==> src/hw/smd_map.svh <==
// Constants for the slot, memory and I/O decoder and its CPU-side end.
`ifndef SMD_MAP_SVH
`define SMD_MAP_SVH

// Address fields picked out of the CPU address bus.
`define SMD_PAGE_HI 15
`define SMD_PAGE_LO 14
`define SMD_IO_HI 7
`define SMD_IO_LO 3
`define SMD_REFRESH_STROBE_N_BITS 7

// Pages of the 64 KB memory map.
`define SMD_PAGE_0 2'h0
`define SMD_PAGE_1 2'h1
`define SMD_PAGE_2 2'h2
`define SMD_PAGE_3 2'h3

// Primary slot codes.
`define SMD_SLOT_INTERNAL 2'h0
`define SMD_SLOT_UPPER 2'h1
`define SMD_SLOT_REAR 2'h2
`define SMD_SLOT_SIDE 2'h3

// I/O port groups, matched on address bits 7 down to 3.
`define SMD_IO_PRINTER 5'h12
`define SMD_IO_VIDEO 5'h13
`define SMD_IO_SOUND 5'h14
`define SMD_IO_PARALLEL 5'h15

// Wait states added to each opcode fetch.
`define SMD_FETCH_WAITS 4'h1

// Register map of the CPU-side end, byte addresses.
`define SMD_REG_ADDR 4'h0
`define SMD_REG_SLOT 4'h4
`define SMD_REG_CMD 4'h8
`define SMD_REG_STATUS 4'hc

// Bus cycle kinds written to the command register.
`define SMD_KIND_MEM_RD 3'h0
`define SMD_KIND_MEM_WR 3'h1
`define SMD_KIND_IO_RD 3'h2
`define SMD_KIND_IO_WR 3'h3
`define SMD_KIND_FETCH 3'h4

// Reset values.
`define SMD_ADDR_RST 16'h0000
`define SMD_SLOT_RST 8'h00
`define SMD_REFRESH_STROBE_N_RST 7'h00

`endif

==> src/hw/smd_pkg.sv <==
// Types shared by the decoder and its CPU-side end.
package smd_pkg;

  typedef enum logic [1:0] {
    SMD_DR_IDLE = 2'h0,
    SMD_DR_ROW = 2'h1,
    SMD_DR_COL = 2'h3
  } smd_dram_state_t;

  typedef enum logic [2:0] {
    SMD_CY_IDLE = 3'h0,
    SMD_CY_T1 = 3'h1,
    SMD_CY_T2 = 3'h3,
    SMD_CY_TW = 3'h7,
    SMD_CY_T3 = 3'h6,
    SMD_CY_RF = 3'h4
  } smd_cpu_state_t;

endpackage

==> src/hw/smd_link_if.sv <==
// CPU bus link between the CPU-side end and the decoder.
`timescale 1ns/1ps
interface smd_link_if;
  logic [15:0] addr;
  logic mem_request_n;
  logic io_request_n;
  logic rd_n;
  logic wr_n;
  logic opcode_fetch_n;
  logic refresh_strobe_n;
  logic [7:0] slot_bits;
  logic wait_n;
  logic cpu_irq_n;

  modport dev (
    input addr, mem_request_n, io_request_n, rd_n, wr_n,
    input opcode_fetch_n, refresh_strobe_n, slot_bits,
    output wait_n, cpu_irq_n
  );

  modport cpu (
    output addr, mem_request_n, io_request_n, rd_n, wr_n,
    output opcode_fetch_n, refresh_strobe_n, slot_bits,
    input wait_n, cpu_irq_n
  );
endinterface

==> src/hw/smd_decoder.sv <==
// Slot, ROM, I/O and DRAM strobe decoder facing the CPU bus.
//
// The Avalon-MM slave port and the register offsets are this design's own decisions.
`timescale 1ns/1ps
`include "smd_map.svh"

// Behaviour
// - One wait state on every opcode fetch.
// - CPU holds while wait input low.
// - Column strobe hi-mid bank: slot 0, 8000H-BFFFH.
// - Column strobe top bank: slot 0, C000H-FFFFH.
// - Row strobe, with RAS-only refresh.
// - Address mux high for column; write enable low.
// - Low-page ROM select, internal slot 4000H-7FFFH.
// - High-page ROM select, internal slot 8000H-BFFFH.
// - Interpreter ROM select on its accesses.
// - Slot 1, 2, 3 selects by page mapping.
// - Eight slot bits from parallel port register.
// - Address bits 15,14 pick the page.
// - I/O selects from address bits 7..3, qualified.
// - Sound select active high, others low.
// - CPU pulses fetch strobe per instruction fetch.
// - CPU asserts I/O request with port address.
// - Refresh strobe with 7-bit row address.
// - Interrupt is OR of video and cartridge.
// - Reset forces every select inactive.
// - Four 16 KB pages, mapped independently.
// - Slot per page from slot register.
module smd_decoder #(
  parameter logic [3:0] FETCH_WAITS = `SMD_FETCH_WAITS
) (
  input wire logic i_clk,
  input wire logic i_rstn,
  smd_link_if.dev link,
  input wire logic i_video_irq,
  input wire logic i_cartridge_irq,
  output logic o_upper_slot_sel_n,
  output logic o_rear_slot_sel_n,
  output logic o_side_slot_sel_n,
  output logic o_interp_rom_sel_n,
  output logic o_rom_lo_page_sel_n,
  output logic o_rom_hi_page_sel_n,
  output logic o_printer_port_sel_n,
  output logic o_video_port_sel_n,
  output logic o_sound_port_sel,
  output logic o_parallel_port_sel_n,
  output logic o_dram_row_strobe_n,
  output logic o_dram_col_strobe_bank_hi_mid_n,
  output logic o_dram_col_strobe_bank_top_n,
  output logic o_dram_addr_mux_sel,
  output logic o_dram_write_en_n
);

  // Picks the two slot bits that belong to one page; bit 2p is the low one.
  function automatic logic [1:0] page_slot(input logic [7:0] bits,
                                           input logic [1:0] page);
    logic [1:0] res;
    res = 2'h0;
    case (page)
      `SMD_PAGE_0: res = {bits[1], bits[0]};
      `SMD_PAGE_1: res = {bits[3], bits[2]};
      `SMD_PAGE_2: res = {bits[5], bits[4]};
      default: res = {bits[7], bits[6]};
    endcase
    return res;
  endfunction

  // Matches one I/O port group on address bits 7 down to 3.
  function automatic logic io_hit(input logic [15:0] addr,
                                  input logic [4:0] group);
    return addr[`SMD_IO_HI:`SMD_IO_LO] == group;
  endfunction

  smd_pkg::smd_dram_state_t dram_state;
  smd_pkg::smd_dram_state_t next_dram_state;
  logic [1:0] col_page;
  logic [1:0] next_col_page;
  logic fetch_seen;
  logic [3:0] wait_left;
  logic [3:0] next_wait_left;

  // Page and slot of the current access.
  wire [1:0] cur_page = link.addr[`SMD_PAGE_HI:`SMD_PAGE_LO];
  wire [1:0] cur_slot = page_slot(link.slot_bits, cur_page);
  wire refresh_cyc = !link.refresh_strobe_n && !link.mem_request_n;
  // Refresh also drives MEM_REQUEST_N, so memory decode must exclude it.
  wire mem_cyc = !link.mem_request_n && link.refresh_strobe_n;
  wire slot0_cyc = mem_cyc && (cur_slot == `SMD_SLOT_INTERNAL);

  // Slot and ROM decode; each page follows its own slot code.
  wire next_upper = mem_cyc && (cur_slot == `SMD_SLOT_UPPER);
  wire next_rear = mem_cyc && (cur_slot == `SMD_SLOT_REAR);
  wire next_side = mem_cyc && (cur_slot == `SMD_SLOT_SIDE);
  wire next_interp = slot0_cyc && (cur_page == `SMD_PAGE_0 ||
                                   cur_page == `SMD_PAGE_1);
  wire next_rom_lo = slot0_cyc && (cur_page == `SMD_PAGE_1);
  wire next_rom_hi = slot0_cyc && (cur_page == `SMD_PAGE_2);

  // I/O decode; an interrupt acknowledge has the fetch strobe low too.
  wire io_cyc = !link.io_request_n && link.opcode_fetch_n &&
                (!link.rd_n || !link.wr_n);
  wire next_prt = io_cyc && io_hit(link.addr, `SMD_IO_PRINTER);
  wire next_vid = io_cyc && io_hit(link.addr, `SMD_IO_VIDEO);
  wire next_snd = io_cyc && io_hit(link.addr, `SMD_IO_SOUND);
  wire next_ppi = io_cyc && io_hit(link.addr, `SMD_IO_PARALLEL);

  // DRAM is in slot 0 pages 2 and 3; refresh rows need no slot.
  wire dram_hit = slot0_cyc && (cur_page == `SMD_PAGE_2 ||
                                cur_page == `SMD_PAGE_3);
  wire in_col = next_dram_state == smd_pkg::SMD_DR_COL;
  wire next_ras_n = next_dram_state == smd_pkg::SMD_DR_IDLE;
  wire next_cas_mid = in_col && next_col_page == `SMD_PAGE_2;
  wire next_cas_top = in_col && next_col_page == `SMD_PAGE_3;
  wire next_we_n = !(in_col && !link.wr_n);

  // Row, then column, held until the request ends. A refresh stays in the
  // row phase, so it is RAS-only and never moves the mux or a column strobe.
  always_comb
  begin
    next_dram_state = dram_state;
    next_col_page = col_page;
    case (dram_state)
      smd_pkg::SMD_DR_IDLE:
      begin
        if (dram_hit || refresh_cyc)
        begin
          next_dram_state = smd_pkg::SMD_DR_ROW;
          next_col_page = refresh_cyc ? `SMD_PAGE_0 : cur_page;
        end
      end
      smd_pkg::SMD_DR_ROW:
      begin
        if (link.mem_request_n)
          next_dram_state = smd_pkg::SMD_DR_IDLE;
        else if (!refresh_cyc)
          next_dram_state = smd_pkg::SMD_DR_COL;
      end
      smd_pkg::SMD_DR_COL:
      begin
        if (link.mem_request_n)
          next_dram_state = smd_pkg::SMD_DR_IDLE;
      end
      default:
        next_dram_state = smd_pkg::SMD_DR_IDLE;
    endcase
  end

  // One fetch start per fetch-strobe pulse loads the wait counter.
  wire fetch_start = !link.opcode_fetch_n && !link.mem_request_n &&
                     !fetch_seen;
  assign next_wait_left = fetch_start ? FETCH_WAITS :
                          (wait_left != 4'h0) ? wait_left - 4'h1 : 4'h0;

  // Fetch tracking and wait generation; the CPU holds while this is low.
  always_ff @(posedge i_clk)
  begin
    if (!i_rstn)
    begin
      fetch_seen <= 1'b0;
      wait_left <= 4'h0;
      link.wait_n <= 1'b1;
    end
    else
    begin
      fetch_seen <= !link.opcode_fetch_n;
      wait_left <= next_wait_left;
      link.wait_n <= next_wait_left == 4'h0;
    end
  end

  // Interrupt line; the CPU runs it in mode 1, so no vector is supplied.
  always_ff @(posedge i_clk)
  begin
    if (!i_rstn)
      link.cpu_irq_n <= 1'b1;
    else
      link.cpu_irq_n <= !(i_video_irq || i_cartridge_irq);
  end

  // DRAM sequencer state.
  always_ff @(posedge i_clk)
  begin
    if (!i_rstn)
    begin
      dram_state <= smd_pkg::SMD_DR_IDLE;
      col_page <= `SMD_PAGE_0;
    end
    else
    begin
      dram_state <= next_dram_state;
      col_page <= next_col_page;
    end
  end

  // Memory-side selects, registered so every output comes from a flop.
  always_ff @(posedge i_clk)
  begin
    if (!i_rstn)
    begin
      o_upper_slot_sel_n <= 1'b1;
      o_rear_slot_sel_n <= 1'b1;
      o_side_slot_sel_n <= 1'b1;
      o_interp_rom_sel_n <= 1'b1;
      o_rom_lo_page_sel_n <= 1'b1;
      o_rom_hi_page_sel_n <= 1'b1;
    end
    else
    begin
      o_upper_slot_sel_n <= !next_upper;
      o_rear_slot_sel_n <= !next_rear;
      o_side_slot_sel_n <= !next_side;
      o_interp_rom_sel_n <= !next_interp;
      o_rom_lo_page_sel_n <= !next_rom_lo;
      o_rom_hi_page_sel_n <= !next_rom_hi;
    end
  end

  // I/O selects; sound is the only active-high one.
  always_ff @(posedge i_clk)
  begin
    if (!i_rstn)
    begin
      o_printer_port_sel_n <= 1'b1;
      o_video_port_sel_n <= 1'b1;
      o_sound_port_sel <= 1'b0;
      o_parallel_port_sel_n <= 1'b1;
    end
    else
    begin
      o_printer_port_sel_n <= !next_prt;
      o_video_port_sel_n <= !next_vid;
      o_sound_port_sel <= next_snd;
      o_parallel_port_sel_n <= !next_ppi;
    end
  end

  // DRAM strobes follow the next sequencer state.
  always_ff @(posedge i_clk)
  begin
    if (!i_rstn)
    begin
      o_dram_row_strobe_n <= 1'b1;
      o_dram_col_strobe_bank_hi_mid_n <= 1'b1;
      o_dram_col_strobe_bank_top_n <= 1'b1;
      o_dram_addr_mux_sel <= 1'b0;
      o_dram_write_en_n <= 1'b1;
    end
    else
    begin
      o_dram_row_strobe_n <= next_ras_n;
      o_dram_col_strobe_bank_hi_mid_n <= !next_cas_mid;
      o_dram_col_strobe_bank_top_n <= !next_cas_top;
      o_dram_addr_mux_sel <= in_col;
      o_dram_write_en_n <= next_we_n;
    end
  end

endmodule

==> src/flat_wrapper.sv <==
// flat-port wrapper written by rule: the top's interface ports become plain ports
module smd_decoder_flat 
#(
  parameter logic [3:0] FETCH_WAITS = `SMD_FETCH_WAITS
)
  (i_clk, i_rstn, i_video_irq, i_cartridge_irq, o_upper_slot_sel_n, o_rear_slot_sel_n, o_side_slot_sel_n, o_interp_rom_sel_n, o_rom_lo_page_sel_n, o_rom_hi_page_sel_n, o_printer_port_sel_n, o_video_port_sel_n, o_sound_port_sel, o_parallel_port_sel_n, o_dram_row_strobe_n, o_dram_col_strobe_bank_hi_mid_n, o_dram_col_strobe_bank_top_n, o_dram_addr_mux_sel, o_dram_write_en_n, link_addr, link_mem_request_n, link_io_request_n, link_rd_n, link_wr_n, link_opcode_fetch_n, link_refresh_strobe_n, link_slot_bits, link_wait_n, link_cpu_irq_n);
  smd_link_if link_i ();
  input wire logic i_clk;
  input wire logic i_rstn;
  input wire logic i_video_irq;
  input wire logic i_cartridge_irq;
  output logic o_upper_slot_sel_n;
  output logic o_rear_slot_sel_n;
  output logic o_side_slot_sel_n;
  output logic o_interp_rom_sel_n;
  output logic o_rom_lo_page_sel_n;
  output logic o_rom_hi_page_sel_n;
  output logic o_printer_port_sel_n;
  output logic o_video_port_sel_n;
  output logic o_sound_port_sel;
  output logic o_parallel_port_sel_n;
  output logic o_dram_row_strobe_n;
  output logic o_dram_col_strobe_bank_hi_mid_n;
  output logic o_dram_col_strobe_bank_top_n;
  output logic o_dram_addr_mux_sel;
  output logic o_dram_write_en_n;
  input wire logic [$bits(link_i.addr)-1:0] link_addr;
  input wire logic [$bits(link_i.mem_request_n)-1:0] link_mem_request_n;
  input wire logic [$bits(link_i.io_request_n)-1:0] link_io_request_n;
  input wire logic [$bits(link_i.rd_n)-1:0] link_rd_n;
  input wire logic [$bits(link_i.wr_n)-1:0] link_wr_n;
  input wire logic [$bits(link_i.opcode_fetch_n)-1:0] link_opcode_fetch_n;
  input wire logic [$bits(link_i.refresh_strobe_n)-1:0] link_refresh_strobe_n;
  input wire logic [$bits(link_i.slot_bits)-1:0] link_slot_bits;
  output wire logic [$bits(link_i.wait_n)-1:0] link_wait_n;
  output wire logic [$bits(link_i.cpu_irq_n)-1:0] link_cpu_irq_n;
  assign link_i.addr = link_addr;
  assign link_i.mem_request_n = link_mem_request_n;
  assign link_i.io_request_n = link_io_request_n;
  assign link_i.rd_n = link_rd_n;
  assign link_i.wr_n = link_wr_n;
  assign link_i.opcode_fetch_n = link_opcode_fetch_n;
  assign link_i.refresh_strobe_n = link_refresh_strobe_n;
  assign link_i.slot_bits = link_slot_bits;
  assign link_wait_n = link_i.wait_n;
  assign link_cpu_irq_n = link_i.cpu_irq_n;
  smd_decoder #(.FETCH_WAITS(FETCH_WAITS)) u_core (.i_clk(i_clk), .i_rstn(i_rstn), .link(link_i), .i_video_irq(i_video_irq), .i_cartridge_irq(i_cartridge_irq), .o_upper_slot_sel_n(o_upper_slot_sel_n), .o_rear_slot_sel_n(o_rear_slot_sel_n), .o_side_slot_sel_n(o_side_slot_sel_n), .o_interp_rom_sel_n(o_interp_rom_sel_n), .o_rom_lo_page_sel_n(o_rom_lo_page_sel_n), .o_rom_hi_page_sel_n(o_rom_hi_page_sel_n), .o_printer_port_sel_n(o_printer_port_sel_n), .o_video_port_sel_n(o_video_port_sel_n), .o_sound_port_sel(o_sound_port_sel), .o_parallel_port_sel_n(o_parallel_port_sel_n), .o_dram_row_strobe_n(o_dram_row_strobe_n), .o_dram_col_strobe_bank_hi_mid_n(o_dram_col_strobe_bank_hi_mid_n), .o_dram_col_strobe_bank_top_n(o_dram_col_strobe_bank_top_n), .o_dram_addr_mux_sel(o_dram_addr_mux_sel), .o_dram_write_en_n(o_dram_write_en_n));
endmodule
==> config.mk <==
export PLATFORM = sky130hd
export DESIGN_NAME = smd_decoder_flat
export DESIGN_NICKNAME = d
export VERILOG_FILES = /design/src/hw/smd_pkg.sv /design/src/hw/smd_link_if.sv /design/src/hw/smd_decoder.sv /design/src/flat_wrapper.sv
export VERILOG_INCLUDE_DIRS = /design/src /design/src/hw
export SDC_FILE = /design/constraint.sdc
export NUM_CORES = 1
export LEC_CHECK = 0
export BUFFER_PORTS_ARGS = -buffer_cell sky130_fd_sc_hd__buf_2
export CORE_MARGIN = 4
export CORE_UTILIZATION = 46
export CTS_CLUSTER_DIAMETER = 150
export DETAILED_ROUTE_END_ITERATION = 8
export PLACE_DENSITY = 0.81
export SYNTH_ARGS = -nofsm -noshare
export SYNTH_HDL_FRONTEND = slang
export SYNTH_SLANG_ARGS = --single-unit
==> constraint.sdc <==
create_clock -name i_clk -period 4.5 [get_ports i_clk]
set_input_delay 0.225 -clock i_clk [delete_from_list [all_inputs] [get_ports i_clk]]
set_output_delay 0.225 -clock i_clk [all_outputs]
set_load 0.05 [all_outputs]
==> flow_summary.yaml <==
clocking:
  ctsHtreeMaxLevel: 1
  cts_resized: 0
  root_buffer: "clkbuf_4"
  hold_buffers: 0
  worstSkewPairLatency_ns: 0.32
  clockBufferDepth: 2
  clkSinkCount: 26
  cts_inserted_buffers: 3
  clk_pin_slew_ns: 0.13
  cts_tree: "built"
  cts_setup_buffers: 0
hold_path:
  min_from: "i_video_irq"
  hold_path.class: "input pin to flop"
critical_path:
  crit_start: "u_core.wait_left[0]"
  crit_path_end_kind: "flop"
  cp_data_arrival_time_ns: 1.72
  critical_path_required_ns: 4.74
  crit-reg2reg-launch: "u_core.wait_left[0]"
  ff2ff_setup_slack_ns: 3.02
  path_max_fanout: 5
  startpoint_type: "flop"
  critPathKind: "flop to flop"
finish:
  fill_cells: 174
  drive_above_1_share: 0.324
  final_cell_area_mm2: 0.00126
  area_delta_synth_final_pct: 28.1
  largest_registers: "u_core.wait_left (4), u_core.col_page (2), u_core.dram_state (2)"
  largest_register_ffs: 4
  fin_util: 0.629
  regMostFlops: "u_core.wait_left"
  antennaDiodeCount: 0
  nNetsFinal: 178
placement:
  hpwl_um: 1590
  place_area_mm2: 0.00121
  portBuffers: 41
  routabilityCongestion: 0.678
  preCtsSetupSlack_ns: 2.68
global_route:
  grt_use_total: 0.152
  gr-total-overflow: 0
  grt_max_degree: 16
  grt_pass1_wl_um: 3250
  grt_pass1_vias: 763
  antenna_found_initial: 0
synthesis:
  yosysMostFrequentCell: "dfxtp_1"
  netlist_area_um2: 983
  async_reset_ff_frac: 0
  yosys_warnings: 0
  synth_edf_count: 0
  synthCells: 99
  yosysTopAreaCell: "dfxtp_1"
  ys_top_cells_by_area: "dfxtp_1 (53%), nor2_1 (4.6%), nand2_1 (3.4%), nor2b_1 (3.2%), mux2i_1 (3.1%)"
  syn-num-nets: 134
  ys_types: 29
  netlist.area_leader.share: 0.529
  ys_seq_area_frac: 0.529
  synth_seq_cells: 26
  synth_common_cells: "dfxtp_1 (26), nor2_1 (12), nand2_1 (9), nor2b_1 (5), nor3_1 (5)"
  synth.avg_cell_area_um2: 9.93
  synth_flop_cell: "dfxtp_1"
timing:
  fmax_mhz: 676
  finalCritPeriodShare: 0.329
  setup_tns_ns: 0
  min_period_ns: 1.48
  relSlewSlack: 0.703
  rsz0062_at_grt: "no"
  tightest_slew_ns: 0.442
  final_hold_viol_count: 0
  drv_slew: 0
  setup_ws_ns: 3.02
  finalSetupViolations: 0
  clock_skew_ns: 0.00789
routing:
  first_pass_iters: 3
  avgViaCountPerCell: 4.80
  wl_per_cell_um: 11.5
  drt_wl_total_um: 1950
  route.detailed.drc: 0
  ant_nets: 0
  drt_first_iter_violations: 11
  vias: 812
power_and_ir_drop:
  ir_drop_mv: 0.339
  p_per_area_mw_per_mm2: 467
  power_mw: 0.588
  p_leak_nw: 0.517
floorplan:
  dieArea_mm2: 0.00294
  die_x_um: 54.2
  ios: 51
  core_area_mm2: 0.00200
  die_height_um: 54.2
  start_util: 0.491
  fp-row-count: 16
job:
  cap_violations: 0
status:
  status: "finished, final reports clean"
## power breakdown
part / switching, mW / internal (mW)
clock network: 0.0651 / 0.0901
logic: 0.0914 / 0.0737
registers: 0.0174 / 0.251
## final cells by class
type	count	area, um^2	share of cell area
Multi-Input combinational cell	68	437	0.347
Timing Repair Buffer	41	205	0.163
Clock inverter	1	30.0	0.0238
Inverter	3	11.3	0.00894
Sequential cell	26	520	0.413
Clock buffer	3	22.5	0.0179
Tap cell	27	33.8	0.0268
## cell families (layout without fill, tap and decap cells)
kind of cell	after synthesis	after routing	synth area share
mux	5	5	0.0802
flops	26	26	0.529
compound gates	11	11	0.0776
simple gates	51	51	0.274
fa+ha+maj	1	1	0.0127
buf+inv	5	48	0.0267
## through the flow
| stage | instances | hold WS (ns) |
|---|---|---|
| finish | 169 | 0.0756 |
| global route | 169 | 0.0500 |
| CTS | 169 | 0.0635 |
| detailed placement | 165 | 0.409 |
| global placement | 165 | 0.392 |
| floorplan | 99 | 0.287 |
## path summary, 6_finish.rpt
kind / end / cells past startpoint
worst max register to register: u_core.link.wait_n / 5
worst min register to register: u_core.o_dram_col_strobe_bank_hi_mid_n / 1
worst min-delay path: u_core.link.cpu_irq_n / 2
worst max-delay path: u_core.link.wait_n / 5
## metal layers
metal | vias to the layer above | GRT usage | routed length [um]
li1 | 433 | - | -
met1 | 355 | 0.169 | 797
met5 | - | 0 | 0
met2 | 22 | 0.265 | 1020
met4 | 0 | 0.0498 | 13
met3 | 2 | 0.0545 | 115
## placed cells by master (no fill, tap or decap), types with 4 or more instances in the layout
master    Yosys  final
nand2b_1      4      4
nor2b_1       5      5
nand2_1       9      9
dfxtp_1      26     26
nor3_1        5      5
buf_2         0     41
nor2_1       12     12
## critical path, stage by stage, from the launching register on
cell	delay [ns]
dfxtp_1	0.44
inv_1	0.08
ha_1	0.32
inv_1	0.05
o32a_1	0.32
o31ai_1	0.19
Power figures use the tool's default switching activity.
